===== src/hdl/sswc_consts.svh =====
`ifndef SSWC_CONSTS_SVH
`define SSWC_CONSTS_SVH
// Sleep state codes on sleep_state input
`define SSWC_ST_S0 3'h0
`define SSWC_ST_S1 3'h1
`define SSWC_ST_S3 3'h3
`define SSWC_ST_S4 3'h4
`define SSWC_ST_S5 3'h5
// Led blink half period
`define SSWC_BLINK_NS 500000000
`define SSWC_CLK_NS 10
`define SSWC_BLINK_CYC (`SSWC_BLINK_NS / `SSWC_CLK_NS)
`define SSWC_BLINK_W 26
`endif


===== src/hdl/sswc_pkg.sv =====
package sswc_pkg;
   typedef enum logic [1:0] {
      SSWC_WORKING,
      SSWC_SLEEPING,
      SSWC_WAKING
   } sswc_fsm_t;
endpackage


===== src/hdl/sswc_top.sv =====
`timescale 1ns/1ps
`default_nettype none
`include "sswc_consts.svh"
// Contract
// - Fan runs while working.
// - Fan off when powered off or in S3, S4, S5.
// - Configured LAN wake frame raises a wake request.
// - In S3 the LED blinks, fan and drives stay off.
// - Wake from S3 returns to the state held before sleep.
// - USB activity wakes only from S1 and S3.
// - USB port power is off in S4 and S5.
// - PME line wakes from S1, S3, S4, S5 when enabled.
// - PCIe wake line wakes from S1, S3, S4, S5.
// - PCIe wake line has a firmware enable.
// - Keyboard activity wakes from S1, S3, S4, S5.
// - In S4/S5 the keyboard wakes only with the key combo or power key.
// - Firmware picks combo or power key for S5 wake.
// - Serial activity wakes only from S1 and S3.
// - S5 wake works also after a power loss.
module sswc_top
   import sswc_pkg::*;
(
   input wire logic clk,
   input wire logic resetn,
   input wire logic [2:0] sleep_state,
   input wire logic power_lost,
   input wire logic lan_wake,
   input wire logic pme_n,
   input wire logic pme_en,
   input wire logic pcie_wake_n,
   input wire logic pcie_wake_en,
   input wire logic usb_activity,
   input wire logic serial_activity,
   input wire logic kbd_activity,
   input wire logic kbd_combo,
   input wire logic kbd_power_key,
   input wire logic kbd_s5_sel_power,
   output logic wake_req,
   output logic resume_ctx,
   output logic fan_on,
   output logic drive_pwr,
   output logic usb_pwr,
   output logic led_on
);
   // ****************************************
   // State
   // ****************************************
   typedef struct packed {
      sswc_fsm_t fsm;
      logic [2:0] slept;
      logic wake;
      logic resume;
      logic fan;
      logic drv;
      logic usb;
      logic led;
      logic [`SSWC_BLINK_W-1:0] cnt;
   } sswc_state_t;

   sswc_state_t s_q;
   sswc_state_t s_d;
   logic qual;
   logic [2:0] eff_state;

   // Power loss lands the board in soft-off, so S5 wake still applies
   assign eff_state = power_lost ? `SSWC_ST_S5 : sleep_state;

   sswc_wake_qual u_qual (
      .state(eff_state),
      .lan_wake(lan_wake),
      .pme_n(pme_n),
      .pme_en(pme_en),
      .pcie_wake_n(pcie_wake_n),
      .pcie_wake_en(pcie_wake_en),
      .usb_activity(usb_activity),
      .serial_activity(serial_activity),
      .kbd_activity(kbd_activity),
      .kbd_combo(kbd_combo),
      .kbd_power_key(kbd_power_key),
      .kbd_s5_sel_power(kbd_s5_sel_power),
      .wake(qual)
   );

   // ****************************************
   // Next state
   // ****************************************
   always_comb begin
      s_d = s_q;
      s_d.wake = 1'b0;
      s_d.resume = 1'b0;
      s_d.fan = (eff_state == `SSWC_ST_S0);
      s_d.drv = (eff_state == `SSWC_ST_S0) || (eff_state == `SSWC_ST_S1);
      s_d.usb = !((eff_state == `SSWC_ST_S4) ||
         (eff_state == `SSWC_ST_S5));
      if (eff_state == `SSWC_ST_S3) begin
         s_d.drv = 1'b0;
         if (s_q.cnt == `SSWC_BLINK_W'(`SSWC_BLINK_CYC - 1)) begin
            s_d.cnt = '0;
            s_d.led = !s_q.led;
         end else begin
            s_d.cnt = s_q.cnt + `SSWC_BLINK_W'(1);
         end
      end else begin
         s_d.cnt = '0;
         s_d.led = (eff_state == `SSWC_ST_S0) || (eff_state == `SSWC_ST_S1);
      end
      unique case (s_q.fsm)
         SSWC_WORKING: begin
            // Requests while working are dropped
            if (eff_state != `SSWC_ST_S0) begin
               s_d.fsm = SSWC_SLEEPING;
            end
         end
         SSWC_SLEEPING: begin
            if (eff_state == `SSWC_ST_S0) begin
               s_d.fsm = SSWC_WORKING;
            end else if (qual) begin
               s_d.fsm = SSWC_WAKING;
               s_d.slept = eff_state;
               s_d.wake = 1'b1;
               s_d.resume = (eff_state == `SSWC_ST_S3) ||
                  (eff_state == `SSWC_ST_S1);
            end
         end
         SSWC_WAKING: begin
            // Hold until the host reports working again
            if (eff_state == `SSWC_ST_S0) begin
               s_d.fsm = SSWC_WORKING;
            end
         end
         default: s_d.fsm = SSWC_WORKING;
      endcase
   end

   always_ff @(posedge clk or negedge resetn) begin
      if (!resetn) begin
         s_q <= '{fsm: SSWC_WORKING, slept: 3'h0, wake: 1'b0, resume: 1'b0,
            fan: 1'b0, drv: 1'b0, usb: 1'b0, led: 1'b0, cnt: '0};
      end else begin
         s_q <= s_d;
      end
   end

   assign wake_req = s_q.wake;
   assign resume_ctx = s_q.resume;
   assign fan_on = s_q.fan;
   assign drive_pwr = s_q.drv;
   assign usb_pwr = s_q.usb;
   assign led_on = s_q.led;

   // ****************************************
   // Checks
   // ****************************************
   a_fan_working: assert property (
      @(posedge clk) disable iff (!resetn)
      eff_state == `SSWC_ST_S0 |=> fan_on)
      else $error("fan off while working");
   a_fan_sleep: assert property (
      @(posedge clk) disable iff (!resetn)
      eff_state >= `SSWC_ST_S3 |=> !fan_on && !drive_pwr)
      else $error("fan or drives on in deep sleep");
   a_usb_off: assert property (
      @(posedge clk) disable iff (!resetn)
      eff_state >= `SSWC_ST_S4 |=> !usb_pwr)
      else $error("usb powered in S4 or S5");
   a_no_wake_s0: assert property (
      @(posedge clk) disable iff (!resetn)
      s_q.fsm == SSWC_WORKING |=> !wake_req)
      else $error("wake while working");
   a_usb_deep: assert property (
      @(posedge clk) disable iff (!resetn)
      eff_state >= `SSWC_ST_S4 && !lan_wake && pme_n && pcie_wake_n
      && !kbd_activity |-> !qual)
      else $error("usb or serial woke deep state");
   a_pme_wake: assert property (
      @(posedge clk) disable iff (!resetn)
      s_q.fsm == SSWC_SLEEPING && eff_state != `SSWC_ST_S0 && !pme_n
      && pme_en |=> wake_req)
      else $error("pme did not wake");
   a_pcie_dis: assert property (
      @(posedge clk) disable iff (!resetn)
      !pcie_wake_en && !lan_wake && (pme_n || !pme_en) && !usb_activity
      && !serial_activity && !kbd_activity |-> !qual)
      else $error("disabled pcie wake woke");
   a_resume_s3: assert property (
      @(posedge clk) disable iff (!resetn)
      wake_req && s_q.slept == `SSWC_ST_S3 |-> resume_ctx)
      else $error("s3 wake without resume");
   a_led_blink: assert property (
      @(posedge clk) disable iff (!resetn)
      eff_state == `SSWC_ST_S3 && $past(eff_state) == `SSWC_ST_S3
      && $past(s_q.cnt) == `SSWC_BLINK_W'(`SSWC_BLINK_CYC - 1)
      |-> led_on != $past(led_on))
      else $error("led did not toggle");

   // ****************************************
   // Blink, S3 power and wake checks
   // ****************************************
   // Full blink period is too long to watch, so the count is checked
   a_blink_count: assert property (
      @(posedge clk) disable iff (!resetn)
      $past(resetn) && $past(eff_state) == `SSWC_ST_S3
      && $past(s_q.cnt) != `SSWC_BLINK_W'(`SSWC_BLINK_CYC - 1)
      |-> s_q.cnt == $past(s_q.cnt) + `SSWC_BLINK_W'(1))
      else $error("blink counter stalled in S3");
   a_drive_s3: assert property (
      @(posedge clk) disable iff (!resetn)
      eff_state == `SSWC_ST_S3 |=> !drive_pwr && !fan_on)
      else $error("fan or drives on in S3");
   a_wake_once: assert property (
      @(posedge clk) disable iff (!resetn)
      s_q.fsm == SSWC_WAKING |=> !wake_req)
      else $error("second wake before working");
   a_lan_wake: assert property (
      @(posedge clk) disable iff (!resetn)
      s_q.fsm == SSWC_SLEEPING && lan_wake && (eff_state inside
      {`SSWC_ST_S1, `SSWC_ST_S3, `SSWC_ST_S4, `SSWC_ST_S5}) |=> wake_req)
      else $error("lan wake frame did not wake");
   a_pcie_wake: assert property (
      @(posedge clk) disable iff (!resetn)
      s_q.fsm == SSWC_SLEEPING && !pcie_wake_n && pcie_wake_en
      && (eff_state inside {`SSWC_ST_S1, `SSWC_ST_S3, `SSWC_ST_S4,
      `SSWC_ST_S5}) |=> wake_req)
      else $error("pcie wake did not wake");
   a_usb_light: assert property (
      @(posedge clk) disable iff (!resetn)
      s_q.fsm == SSWC_SLEEPING && usb_activity
      && (eff_state inside {`SSWC_ST_S1, `SSWC_ST_S3}) |=> wake_req)
      else $error("usb did not wake light sleep");
   a_kbd_deep: assert property (
      @(posedge clk) disable iff (!resetn)
      eff_state inside {`SSWC_ST_S4, `SSWC_ST_S5} && !lan_wake && pme_n
      && pcie_wake_n && !kbd_combo && !kbd_power_key |-> !qual)
      else $error("plain key woke deep state");
   a_kbd_sel: assert property (
      @(posedge clk) disable iff (!resetn)
      eff_state == `SSWC_ST_S5 && kbd_s5_sel_power && !kbd_power_key
      && !lan_wake && pme_n && pcie_wake_n |-> !qual)
      else $error("unselected key woke soft-off");
   a_power_loss: assert property (
      @(posedge clk) disable iff (!resetn)
      power_lost && s_q.fsm == SSWC_SLEEPING && !pme_n && pme_en
      |=> wake_req)
      else $error("no wake after power loss");
   a_resume_deep: assert property (
      @(posedge clk) disable iff (!resetn)
      wake_req && s_q.slept inside {`SSWC_ST_S4, `SSWC_ST_S5} |-> !resume_ctx)
      else $error("resume flagged after deep wake");
endmodule
`default_nettype wire


===== src/hdl/sswc_wake_qual.sv =====
`timescale 1ns/1ps
`default_nettype none
`include "sswc_consts.svh"
// ****************************************
// Wake source qualifier, combinational
// ****************************************
module sswc_wake_qual
   import sswc_pkg::*;
(
   input wire logic [2:0] state,
   input wire logic lan_wake,
   input wire logic pme_n,
   input wire logic pme_en,
   input wire logic pcie_wake_n,
   input wire logic pcie_wake_en,
   input wire logic usb_activity,
   input wire logic serial_activity,
   input wire logic kbd_activity,
   input wire logic kbd_combo,
   input wire logic kbd_power_key,
   input wire logic kbd_s5_sel_power,
   output logic wake
);
   logic light;
   logic deep;
   logic kbd_ok;
   always_comb begin
      light = (state == `SSWC_ST_S1) || (state == `SSWC_ST_S3);
      deep = (state == `SSWC_ST_S4) || (state == `SSWC_ST_S5);
      // Deep states take only the special keys
      if (state == `SSWC_ST_S5) begin
         kbd_ok = kbd_s5_sel_power ? kbd_power_key : kbd_combo;
      end else begin
         kbd_ok = kbd_combo || kbd_power_key;
      end
      wake = ((light || deep) && lan_wake)
         || ((light || deep) && !pme_n && pme_en)
         || ((light || deep) && !pcie_wake_n && pcie_wake_en)
         || (light && usb_activity)
         || (light && serial_activity)
         || (light && kbd_activity)
         || (deep && kbd_activity && kbd_ok);
   end
endmodule
`default_nettype wire


===== config.mk =====
export PLATFORM = sky130hd
export DESIGN_NAME = sswc_top
export DESIGN_NICKNAME = d
export VERILOG_FILES = /design/src/hdl/sswc_pkg.sv /design/src/hdl/sswc_top.sv /design/src/hdl/sswc_wake_qual.sv
export VERILOG_INCLUDE_DIRS = /design/src /design/src/hdl
export SDC_FILE = /design/constraint.sdc
export NUM_CORES = 1
export LEC_CHECK = 0
export BUFFER_PORTS_ARGS = -buffer_cell sky130_fd_sc_hd__buf_4
export CORE_MARGIN = 1
export CORE_UTILIZATION = 51
export DETAILED_ROUTE_END_ITERATION = 7
export GPL_ROUTABILITY_DRIVEN = 1
export PLACE_DENSITY = 0.74
export SYNTH_ARGS = -nofsm -noshare
export SYNTH_HDL_FRONTEND = slang
export SYNTH_SLANG_ARGS = --single-unit

===== constraint.sdc =====
create_clock -name clk -period 1.85 [get_ports clk]
set_clock_uncertainty 0.1 [all_clocks]
set_input_delay 0.37 -clock clk [delete_from_list [all_inputs] [get_ports clk]]
set_output_delay 0.37 -clock clk [all_outputs]
set_load 0.01 [all_outputs]

---- Word level (Yosys, flattened, before mapping) ----
Cells that the tools add are included.
word-level totals
  input port bits ......................... 17
  logic and storage cells ................. 66
  register bits ........................... 37
cells by class
  equal/unequal tests ..................... 11
  add/sub/neg operators ................... 1
  bitwise logic cells ..................... 1
  reductions and logical operators ........ 30
  multiplexer cells ....................... 14
operators by type and width
  operator                                              count
  2-to-1 mux 27 bit                                     1
  adder 26 x 1 -> 26 bit (second input constant)        1
  equality test 26 bit (second input constant)          1
  2-to-1 mux 26 bit                                     1
  logical OR 1 bit                                      11
  logical AND 1 bit                                     10
  2-to-1 mux 2 bit                                      5
  2-to-1 mux 7 bit                                      1
  equality test 3 bit (second input constant)           2
  case mux 2 bit (3 select lines)                       1
  AND reduction 3 bit                                   2
  logical NOT 1 bit                                     4
  2-to-1 mux 1 bit                                      4
  != test 2 bit (second input constant)                 2
  equality test 3 x 1 -> 1 bit (second input constant)  1
  equality test 3 x 2 -> 1 bit (second input constant)  1
  logical NOT 3 bit                                     1
  2-to-1 mux 3 bit                                      1
  != test 3 bit (second input constant)                 1
  nonzero test 3 bit                                    1
  equality test 2 x 1 -> 1 bit (second input constant)  1
  equality test 2 bit (second input constant)           1
  logical NOT 2 bit                                     1
  != test 2 x 1 -> 1 bit (second input constant)        1
  inverter 1 bit                                        1

---- Logic depth before layout (Yosys ltp) ----
Gate-level depths: netlist of run 1.
  depth in word-level cells ............... 15
  mapped depth ............................ 6
  gate-level depth less buffers ........... 5

---- Modules after synthesis ----
From an unflattened synthesis of run 1, not the netlist that was laid out.
second synthesis, totals
  cells, all modules ...................... 177
  area, all modules ....................... 1790.5 um^2
by module, submodules not included
  module          area each (um^2)  instances  cells an instance
  sswc_top        1692.9            1          166
  sswc_wake_qual  97.6              1          11

---- Least setup slack after synthesis of run 1 ----
Ideal clock, no wire load.
  kind .................................... register to register
  start point ............................. reg s_q[0] in the netlist's numbering
  end point ............................... reg s_q[24] in the netlist's numbering
  slack ................................... -0.024 ns
  required time ........................... 1.616 ns
  arrival ................................. 1.640 ns
  path buffers ............................ 1
  cell stages (with the launch flop) ...... 7
  period minus slack after synthesis ...... 1.874 ns
  library setup time ...................... 0.134 ns
  path through ............................ dfrtp_1 -> ha_1 -> nand4_1 -> or4_4 -> o21ai_2 -> buf_4 -> a21oi_1
RTL lines
  item                    line             text
  from (decl)             sswc_top.sv:60   sswc_state_t s_q;
  from (signal assigned)  sswc_top.sv:137  s_q <= '{fsm: SSWC_WORKING, slept: 3'h0, wake: 1'b0, resume: 1'b0,

==> results of run 1 <==
## power by group through the flow
stage          registers [W]   logic, W  clock network, W
2_1_floorplan       0.000815  0.0000719                 0
3_5_place_dp        0.000814   0.000165                 0
6_report            0.000800   0.000166          0.000516
4_1_cts             0.000799   0.000168          0.000527
3_3_place_gp        0.000809   0.000157                 0
5_1_grt             0.000804   0.000187          0.000558
## worst register-to-register path, stage by stage, from the launching register on
cell     delay [ns]
dfrtp_1        0.39
or3_1          0.38
or4_4          0.47
o21ai_4        0.17
buf_6          0.18
a21oi_1        0.06
## sequential cells by signal, indices dropped and copies added (netlist names)
register,flops
drive_pwr,1
fan_on,1
led_on,1
resume_ctx,1
s_q,28
usb_pwr,1
wake_req,1
## what timing repair did
action / CTS / global route
hold buffers: 1 / 0
resized for setup: 2 / 4
pin swaps: 1 / 1
endpoints found under the setup margin: 24 / 26
buffers inserted: 1 / 0
endpoints found under the hold margin: 34 / 0
## through the flow
stage	total power (W)	setup slack, ns	instances
after floorplan	0.0008871	0.001145	184
after global placement	0.0009652	0.001644	266
after detailed placement	0.0009788	-0.06588	266
after CTS	0.001494	-0.01763	276
after global routing	0.001548	-0.08347	276
final	0.001482	-0.01787	276
## logic make-up after synthesis
group	count (synthesis)	share of synthesized area, %
AOI/OAI and AO/OA	36	13.32
muxes	2	1.104
and+or+nand+nor	87	28.98
DFF	34	46.93
buffers and inverters	14	4.140
xor gates and xnor gates	10	4.831
adders and majority gates	1	0.6900
## cell usage in the layout (no fill, tap or decap), types with 2 or more instances in the layout
cell type,n
or4_4,2
and2_1,4
xnor2_1,3
nand3_1,11
nor2b_1,4
o211ai_1,3
inv_1,6
and4_1,6
nand2_1,8
buf_6,2
a21oi_1,11
nor2_1,15
or4_1,7
nor4_1,3
dfrtp_1,34
clkbuf_4,5
xor2_1,7
or3_1,8
clkbuf_8,3
o31ai_1,7
mux2i_1,2
buf_4,43
nand4_1,7
nand2b_1,5
o21ai_0,5
## how the worst max path moves through the flow
stage | endpoint | slack, ns | cells after the start
3_3_place_gp | s_q[36] | 0.002 | 5
2_1_floorplan | s_q[24] | 0.001 | 6
6_report | s_q[20] | -0.02 | 5
4_1_cts | s_q[20] | -0.02 | 6
3_5_place_dp | s_q[36] | -0.07 | 5
5_1_grt | s_q[9] | -0.08 | 6
## metal layers
layer	up-vias	wire [um]
li1	780	-
met1	741	1795
met2	44	1930
met3	6	184
met4	0	59
met5	-	0
## area by class of cell
cell class	count	area, um^2
timing repair buffer	46	355.3
sequential	34	850.8
multi-input combinational	136	928.4
inverter	6	22.52
tap	46	57.56
fill	277	1070
clock buffer	8	78.83
==> metrics.txt, run 1 <==
drt pass-1 iters=5; DRT Wirelength=3970 um; total global-route track usage=between 20% and 30%; clock tree buffer depth=2; max_cap viols=0; sw frac=24.36%; Syn Inst Count=184; H-Tree Depth=2; synthesized flop and latch total=34; CP endpoint kind=flip-flop; failing checks=setup timing; Net Switching=0.0003609 W; first-pass GRT wire length=approximately 6300 um; CTS tree=yes; worst setup path startpoint=s_q[11]; achievable frequency=0.5354 GHz; Setup TNS Final=-0.05958 ns; max-slew headroom at the worst pin=72.55%; most instantiated library cell after synthesis=dfrtp_1; Syn-to-layout area delta=26.50%; Post-synth EDFFs=0; ranking of synthesized cells by area=dfrtp_1, xor2_1, nor2_1; Hold EP=fan_on; final hold slack=0.1141 ns; Netlist cell types=43; Final Hold Viols=0; antenna violations before repair=0; critical path's top delay family=simple AND/OR/NAND/NOR gates; row cnt=21; grt met1 use=29.75%; largest net degree at the start of global routing=35; minimum clock period=1.868 ns; Async SR Flop Fraction=100.0%; critical path type=reg -> reg; worst path cell trace=or3_1 > or4_4 > o21ai_4 > buf_6 > a21oi_1; post-synth top area share=a little under half; crit-path max FO=12; ANT cells=0; PwrDens=646.1 nW/um^2; RSZ-0062 raised after global routing=yes; chip width=around 62 um; antenna-violating nets left=0; maximum vdd drop=approximately 370 uV; vias per inst=5.692; Synth Area per Inst=9.853 um^2; # port buffers=22; synth cell count leaders=dfrtp_1, nor2_1, a21oi_1, nand3_1; R2R setup slack=-0.02 ns; Clk Latency, worst-skew pair=0.35 ns; Ports=23; Worst Path Required=1.98 ns; Initial DRC Count=126; post-DR wirelength/cell=14.38 um; Final Instance Area=approximately 2300 um^2; R2R Path End=s_q[20]; crit path DAT=2.00 ns; Overflow after GRT=0; hold depth=2; cell area after synthesis=~1800 um^2; R2R depth=5; synth warn=0; Crit path largest cell delay=between 0.4 and 0.5 ns; Slowest-stage cell, CP=or4_4; worst reg2reg startpoint=s_q[11]; Final Max Tran Viols=0; met3 Resource Use GR=5.882%; worst hold path class=in -> reg; DP Area=2158 um^2; Setup crit start kind=flip-flop; RePlAce Congestion=0.8218; Layout Utilization=around 68%; CTS Buf Count=5; setup ws final=-0.01787 ns; Clock transition at path regs=0.10 ns; buffers and inverters on the worst path=1; DRC violations left=0; die area=approximately 3800 um^2; P_int=roughly 0.0011 W; Initial Util=53.91%; Syn Nets=a little over 200; largest area contributor in the netlist=dfrtp_1; vias in the first global route=1399; worst hold start=sleep_state[0]; GRT met2 Usage=roughly 37%; share of post-route cells with drive strength above 1=a little over a quarter; part of the power in registers=54.0%; Top FF cell, synth=dfrtp_1; Detail Placement HPWL=about 2900 um; part of the Yosys area used for sequential elements=46.93%; Comb pwr share=between 10 and 15%; fin crit share=101.0%; Most Crowded Layer GR=met2; status=finished with violations; via count=1571; Core ar.=3363 um^2; Slew @ Worst Pin=0.4013 ns; Setup violations, final=7; final-stage net count=between 200 and 250; leakage=roughly 0.95 nW; clock sink count=34; Clock Power Share=a little over a third; root buf cell=clkbuf_4; Die H=61.62 um
No activity file was read; power rests on OpenSTA's default activity.
==> run 2, diff against run 1 <==
CORE_ASPECT_RATIO = 1.25   (was unset)
CORE_MARGIN = unset   (was 1)
==> run 2 against run 1 <==
  * The run still ends with setup timing left
  * Clock power rose by 25%
  * Flip-flop and latch count did not move
  * Sequential share of layout area fell by 0.44 points
  * Die area barely moved
  * Final cell count fell by 4.0%
  * Fmax fell by 0.22%
  * Routed wire length rose by 6.3%
  * Largest power group unchanged
==> metrics.txt, run 2 (synthesized netlist as in run 1, its figures left out) <==
failing checks=setup timing; Worst Path Required=1.92 ns (-0.06 ns); vias in the first global route=1658 (+19%); crit path DAT=1.94 ns (-0.06 ns); antenna violations before repair=0 (unchanged); largest net degree at the start of global routing=35 (unchanged); status=finished with violations; crit-path max FO=23 (+11); CTS Buf Count=5 (unchanged); row cnt=23 (+9.5%); worst path cell trace=or3_4 > or4_4 > o21ai_4 > buf_12 > a21oi_1; CP endpoint kind=flip-flop; Layout Utilization=70.13% (+1.9 points); critical path type=reg -> reg; H-Tree Depth=2 (unchanged); Crit path largest cell delay=0.47 ns (about the same); commonest cells after routing, fill and taps aside=buf_4, dfrtp_1, nor2_1, nand3_1, a21oi_1; Slew @ Worst Pin=0.4217 ns (+0.02043 ns); max FFs per register=28 (unchanged); die area=3799 um^2 (about the same); clock tree buffer depth=2 (unchanged); most common cell after layout, fill and taps aside=buf_4; critical path's top delay family=simple AND/OR/NAND/NOR gates; Syn-to-layout area delta=28.02%; Initial DRC Count=67 (-47%); Ports=23 (unchanged); Clk Latency, worst-skew pair=0.29 ns (-0.06 ns); leakage=0.9634 nW (+1.3%); Die H=68.66 um (+11%); antenna-violating nets left=0 (unchanged); vias per inst=6.072 (+6.7%); Setup violations, final=21 (+14); fin crit share=101.2% (+0.22 points); Overflow after GRT=0 (unchanged); total global-route track usage=25.15% (+1.7 points); buffers and inverters on the worst path=1 (unchanged); worst hold path class=in -> reg; max-slew headroom at the worst pin=71.88% (-0.67 points); Final Hold Viols=0 (unchanged); ANT cells=0 (unchanged); minimum clock period=1.872 ns (+0.004160 ns); post-DR wirelength/cell=15.93 um (+11%); root buf cell=clkbuf_8; Slowest-stage cell, CP=or4_4; final-stage net count=245 (-0.81%); CTS tree=yes; dpl ws=-0.06377 ns (+0.002110 ns); Core ar.=3309 um^2 (-1.6%); Top reg by flops=s_q; max_cap viols=0 (unchanged); Detail Placement HPWL=2963 um (+2.9%); placed insts=256 (-3.8%); RePlAce Congestion=0.7924 (-3.6%); Non-Filler Instances=265 (-4.0%); via count=1609 (+2.4%); Clock transition at path regs=0.07 ns (-0.03 ns); setup ws final=-0.02203 ns (-0.004160 ns); share of post-route cells with drive strength above 1=28.95% (+1.6 points); first-pass GRT wire length=7334 um (+17%); drt pass-1 iters=4 (-1); achievable frequency=0.5342 GHz (-0.22%); chip width=55.33 um (-10%); maximum vdd drop=666.2 uV (+78%); Setup crit start kind=flip-flop; Initial Util=54.78% (+0.88 points); RSZ-0062 raised after global routing=yes; # port buffers=22 (unchanged); clock sink count=34 (unchanged); DRT Wirelength=4221 um (+6.3%); Final Max Tran Viols=0 (unchanged); PwrDens=691.1 nW/um^2 (+7.0%); DRC violations left=0 (unchanged)
## run 2: cell count changes in the layout (fill, tap and decap cells not counted), moves of 2 or more
cell      previous run  this run
clkbuf_8             3         8
clkbuf_4             5         0
buf_6                2         0
and4_1               6         4
## run 2: metal layers
metal	wire length (um)	GRT usage [%]	vias to the layer above	part of all wire (%)
li1	-	-	773	-
met1	1720	26.94	772	41
met2	2245	45.48	53	53
met3	168	6.343	11	4.0
met4	87	15.31	0	2.1
met5	0	0	-	0
## run 2: area by class of cell
cell class                 instances  area (um^2)
fill                             255        988.4
multi-input combinational        136        945.9
sequential                        34        850.8
timing repair buffer              44        345.3
clock buffer                       8        110.1
tap                               37        46.29
inverter                           6        22.52
## run 2: timing repair
action | CTS | global route
buffers inserted | 0 | 0
setup endpoints to repair | 25 | 25
pin swaps | 0 | 0
gates resized for setup | 6 | 3
hold buffers | 1 | 0
hold endpoints to repair | 34 | 0
## run 2: final timing paths
check | slack [ns] | from | cells after the start | end
min in group asynchronous | 0.46 | resetn | 2 | s_q[17]
setup / recovery | -0.02 | s_q[11] | 5 | s_q[11]
hold reg to reg | 0.39 | s_q[35] | 1 | s_q[36]
max in group asynchronous | 0.89 | resetn | 2 | usb_pwr
hold / removal | 0.18 | sleep_state[0] | 2 | fan_on
setup reg to reg | -0.02 | s_q[11] | 5 | s_q[11]
## run 2: power by group
group	leakage [nW]	internal [W]	switching, W	total (W)
Combinational	0.438	0.0000833	0.0000787	0.000162
Sequential	0.468	0.000779	0.0000190	0.000798
Clock	0.0575	0.000376	0.000269	0.000645
## run 2: stage by stage
| stage | hold slack (ns) | cell area [um^2] | setup TNS, ns | total power (W) |
|---|---|---|---|---|
| after detailed placement | 0.2395 | 2152 | -0.2503 | 0.0009730 |
| after global routing | 0.1967 | 2321 | -1.880 | 0.001664 |
| final | 0.1824 | 2321 | -0.2485 | 0.001604 |
| after floorplan | -0.02559 | 1823 | 0 | 0.0008871 |
| after CTS | 0.1756 | 2302 | -0.2506 | 0.001614 |
| after global placement | 0.2347 | 2152 | -0.1559 | 0.0009666 |
==> run 3, diff against run 2 <==
SKIP_CTS_REPAIR_TIMING = 1   (was unset)
==> run 3 against run 2 <==
  * The flow still finishes with violations (setup timing)
  * Highest routed layer unchanged
  * Core utilization did not move
  * Flip-flop and latch count unchanged
  * Largest power group unchanged
  * Hold slack better by 0.00084 ns
  * Cell area unchanged
  * Register-to-register slack about the same
  * Non-clock buffer count is the same
  * Clock power barely moved
==> metrics.txt, run 3 (synthesized netlist as in run 1, its figures left out) <==
status=finished with violations; failing checks=setup timing; Fillers=253 (-0.78%); first-pass GRT wire length=7376 um (+0.57%); placed insts=256 (unchanged); antenna-violating nets left=0 (unchanged); max_cap viols=0 (unchanged); DRC violations left=0 (unchanged); Overflow after GRT=0 (unchanged); FF/Latch Area=850.8 um^2 (unchanged); setup ws final=-0.03244 ns (-0.01040 ns); vias in the first global route=1692 (+2.1%); CTS Buf Count=5 (unchanged); Top reg by flops=s_q; Setup crit start kind=flip-flop; R2R setup slack=-0.03 ns (about the same); Clock Power Share=40.2% (about the same); clock tree buffer depth=2 (unchanged); Clk Latency, worst-skew pair=0.29 ns (about the same); H-Tree Depth=2 (unchanged); Most Crowded Layer GR=met2; achievable frequency=0.5312 GHz (-0.55%); antenna violations before repair=0 (unchanged); die area=3799 um^2 (unchanged); maximum vdd drop=666.6 uV (about the same); crit-path max FO=23 (unchanged); Ports=23 (unchanged); Setup violations, final=23 (+9.5%); most common cell after layout, fill and taps aside=buf_4; row cnt=23 (unchanged); area occupied by multi-input gates=945.9 um^2 (unchanged); Worst Path Required=1.92 ns (about the same); PwrDens=691.7 nW/um^2 (about the same); total global-route track usage=25.28% (+0.12 points); max FFs per register=28 (unchanged); Die H=68.66 um (unchanged); Initial DRC Count=61 (-9.0%); minimum clock period=1.882 ns (+0.01040 ns); final-stage net count=245 (unchanged); crit path DAT=1.95 ns (about the same); total chip power=0.001605 W (about the same); Syn-to-layout area delta=28.02% (unchanged); largest net degree at the start of global routing=35 (unchanged); P_int=0.001238 W (about the same); ANT cells=0 (unchanged); Setup TNS Final=-0.4925 ns (-0.2439 ns); met3 Resource Use GR=6.157% (-0.19 points); Non-Filler Instances=265 (unchanged); RSZ-0062 raised after global routing=yes; grt met1 use=26.82% (-0.12 points); Final Max Tran Viols=0 (unchanged); Final Hold Viols=0 (unchanged); Comb pwr share=10.1% (about the same); clock sink count=34 (unchanged); fin crit share=101.8% (+0.56 points); worst hold path class=in -> reg; Core ar.=3309 um^2 (unchanged); DRT Wirelength=4252 um (+0.73%); chip width=55.33 um (unchanged); final hold slack=0.1832 ns (+0.0008440 ns); Layout Utilization=70.13% (unchanged); Clock transition at path regs=0.07 ns (about the same); post-DR wirelength/cell=16.05 um (+0.73%); root buf cell=clkbuf_8; share of post-route cells with drive strength above 1=28.95% (unchanged); drt pass-1 iters=4 (unchanged); leakage=0.9670 nW (+0.38%); Initial Util=54.78% (unchanged); via count=1611 (+0.12%); GRT met2 Usage=46.54% (+1.1 points); CP endpoint kind=flip-flop; vias per inst=6.079 (+0.12%); part of the power in registers=49.7% (about the same); # port buffers=22 (unchanged); sw frac=22.90% (+0.059 points); Detail Placement HPWL=2963 um (unchanged); commonest cells after routing, fill and taps aside=buf_4, dfrtp_1, nor2_1, nand3_1, a21oi_1; Slew @ Worst Pin=0.4276 ns (+0.005898 ns); Net Switching=0.0003677 W (+0.33%); CTS tree=yes; max-slew headroom at the worst pin=71.49% (-0.39 points); critical path type=reg -> reg; RePlAce Congestion=0.7924 (unchanged)
## run 3: cell counts in the layout (fill, tap and decap cells not counted)
Identical to the previous run, type by type.
## run 3: power groups by stage
stage               clock (W)  combinational [W]  sequential (W)
CTS                  0.000653           0.000162        0.000797
finish               0.000646           0.000162        0.000798
global route         0.000684           0.000181        0.000801
detailed placement          0           0.000162        0.000811
global placement            0           0.000157        0.000809
floorplan                   0          0.0000719        0.000815
## run 3: cell type report
class | instances | share of cell area, %
Inverter | 6 | 0.9703
Timing Repair Buffer | 44 | 14.88
Multi-Input combinational cell | 136 | 40.75
Tap cell | 37 | 1.995
Clock buffer | 8 | 4.744
Sequential cell | 34 | 36.66
## run 3: per-layer routing
layer	part of all wire [%]	up-vias	wire length, um
li1	-	771	-
met1	40	769	1683
met2	54	59	2279
met3	4.8	12	202
met4	2.0	0	87
met5	0	-	0
## run 3: critical path, cell delays in order, from the launching register on
cell	delay, ns
dfrtp_1	0.38
or3_1	0.39
or4_4	0.47
o21ai_4	0.17
buf_12	0.18
a21oi_1	0.06
## run 3: through the flow
step	setup slack, ns	instance area (um^2)
global placement	-0.07298	2152
finish	-0.03244	2321
detailed placement	-0.06377	2152
CTS	-0.08439	2262
global route	-0.09985	2321
floorplan	0.001145	1823
## run 3: path summary, 6_finish.rpt
| check | from | to | depth (start not counted) |
|---|---|---|---|
| setup / recovery | s_q[11] | s_q[22] | 5 |
| hold / removal | sleep_state[0] | fan_on | 2 |
| setup reg to reg | s_q[11] | s_q[22] | 5 |
| hold reg to reg | s_q[35] | s_q[36] | 1 |
| max in group asynchronous | resetn | s_q[15] | 2 |
| min in group asynchronous | resetn | s_q[24] | 2 |
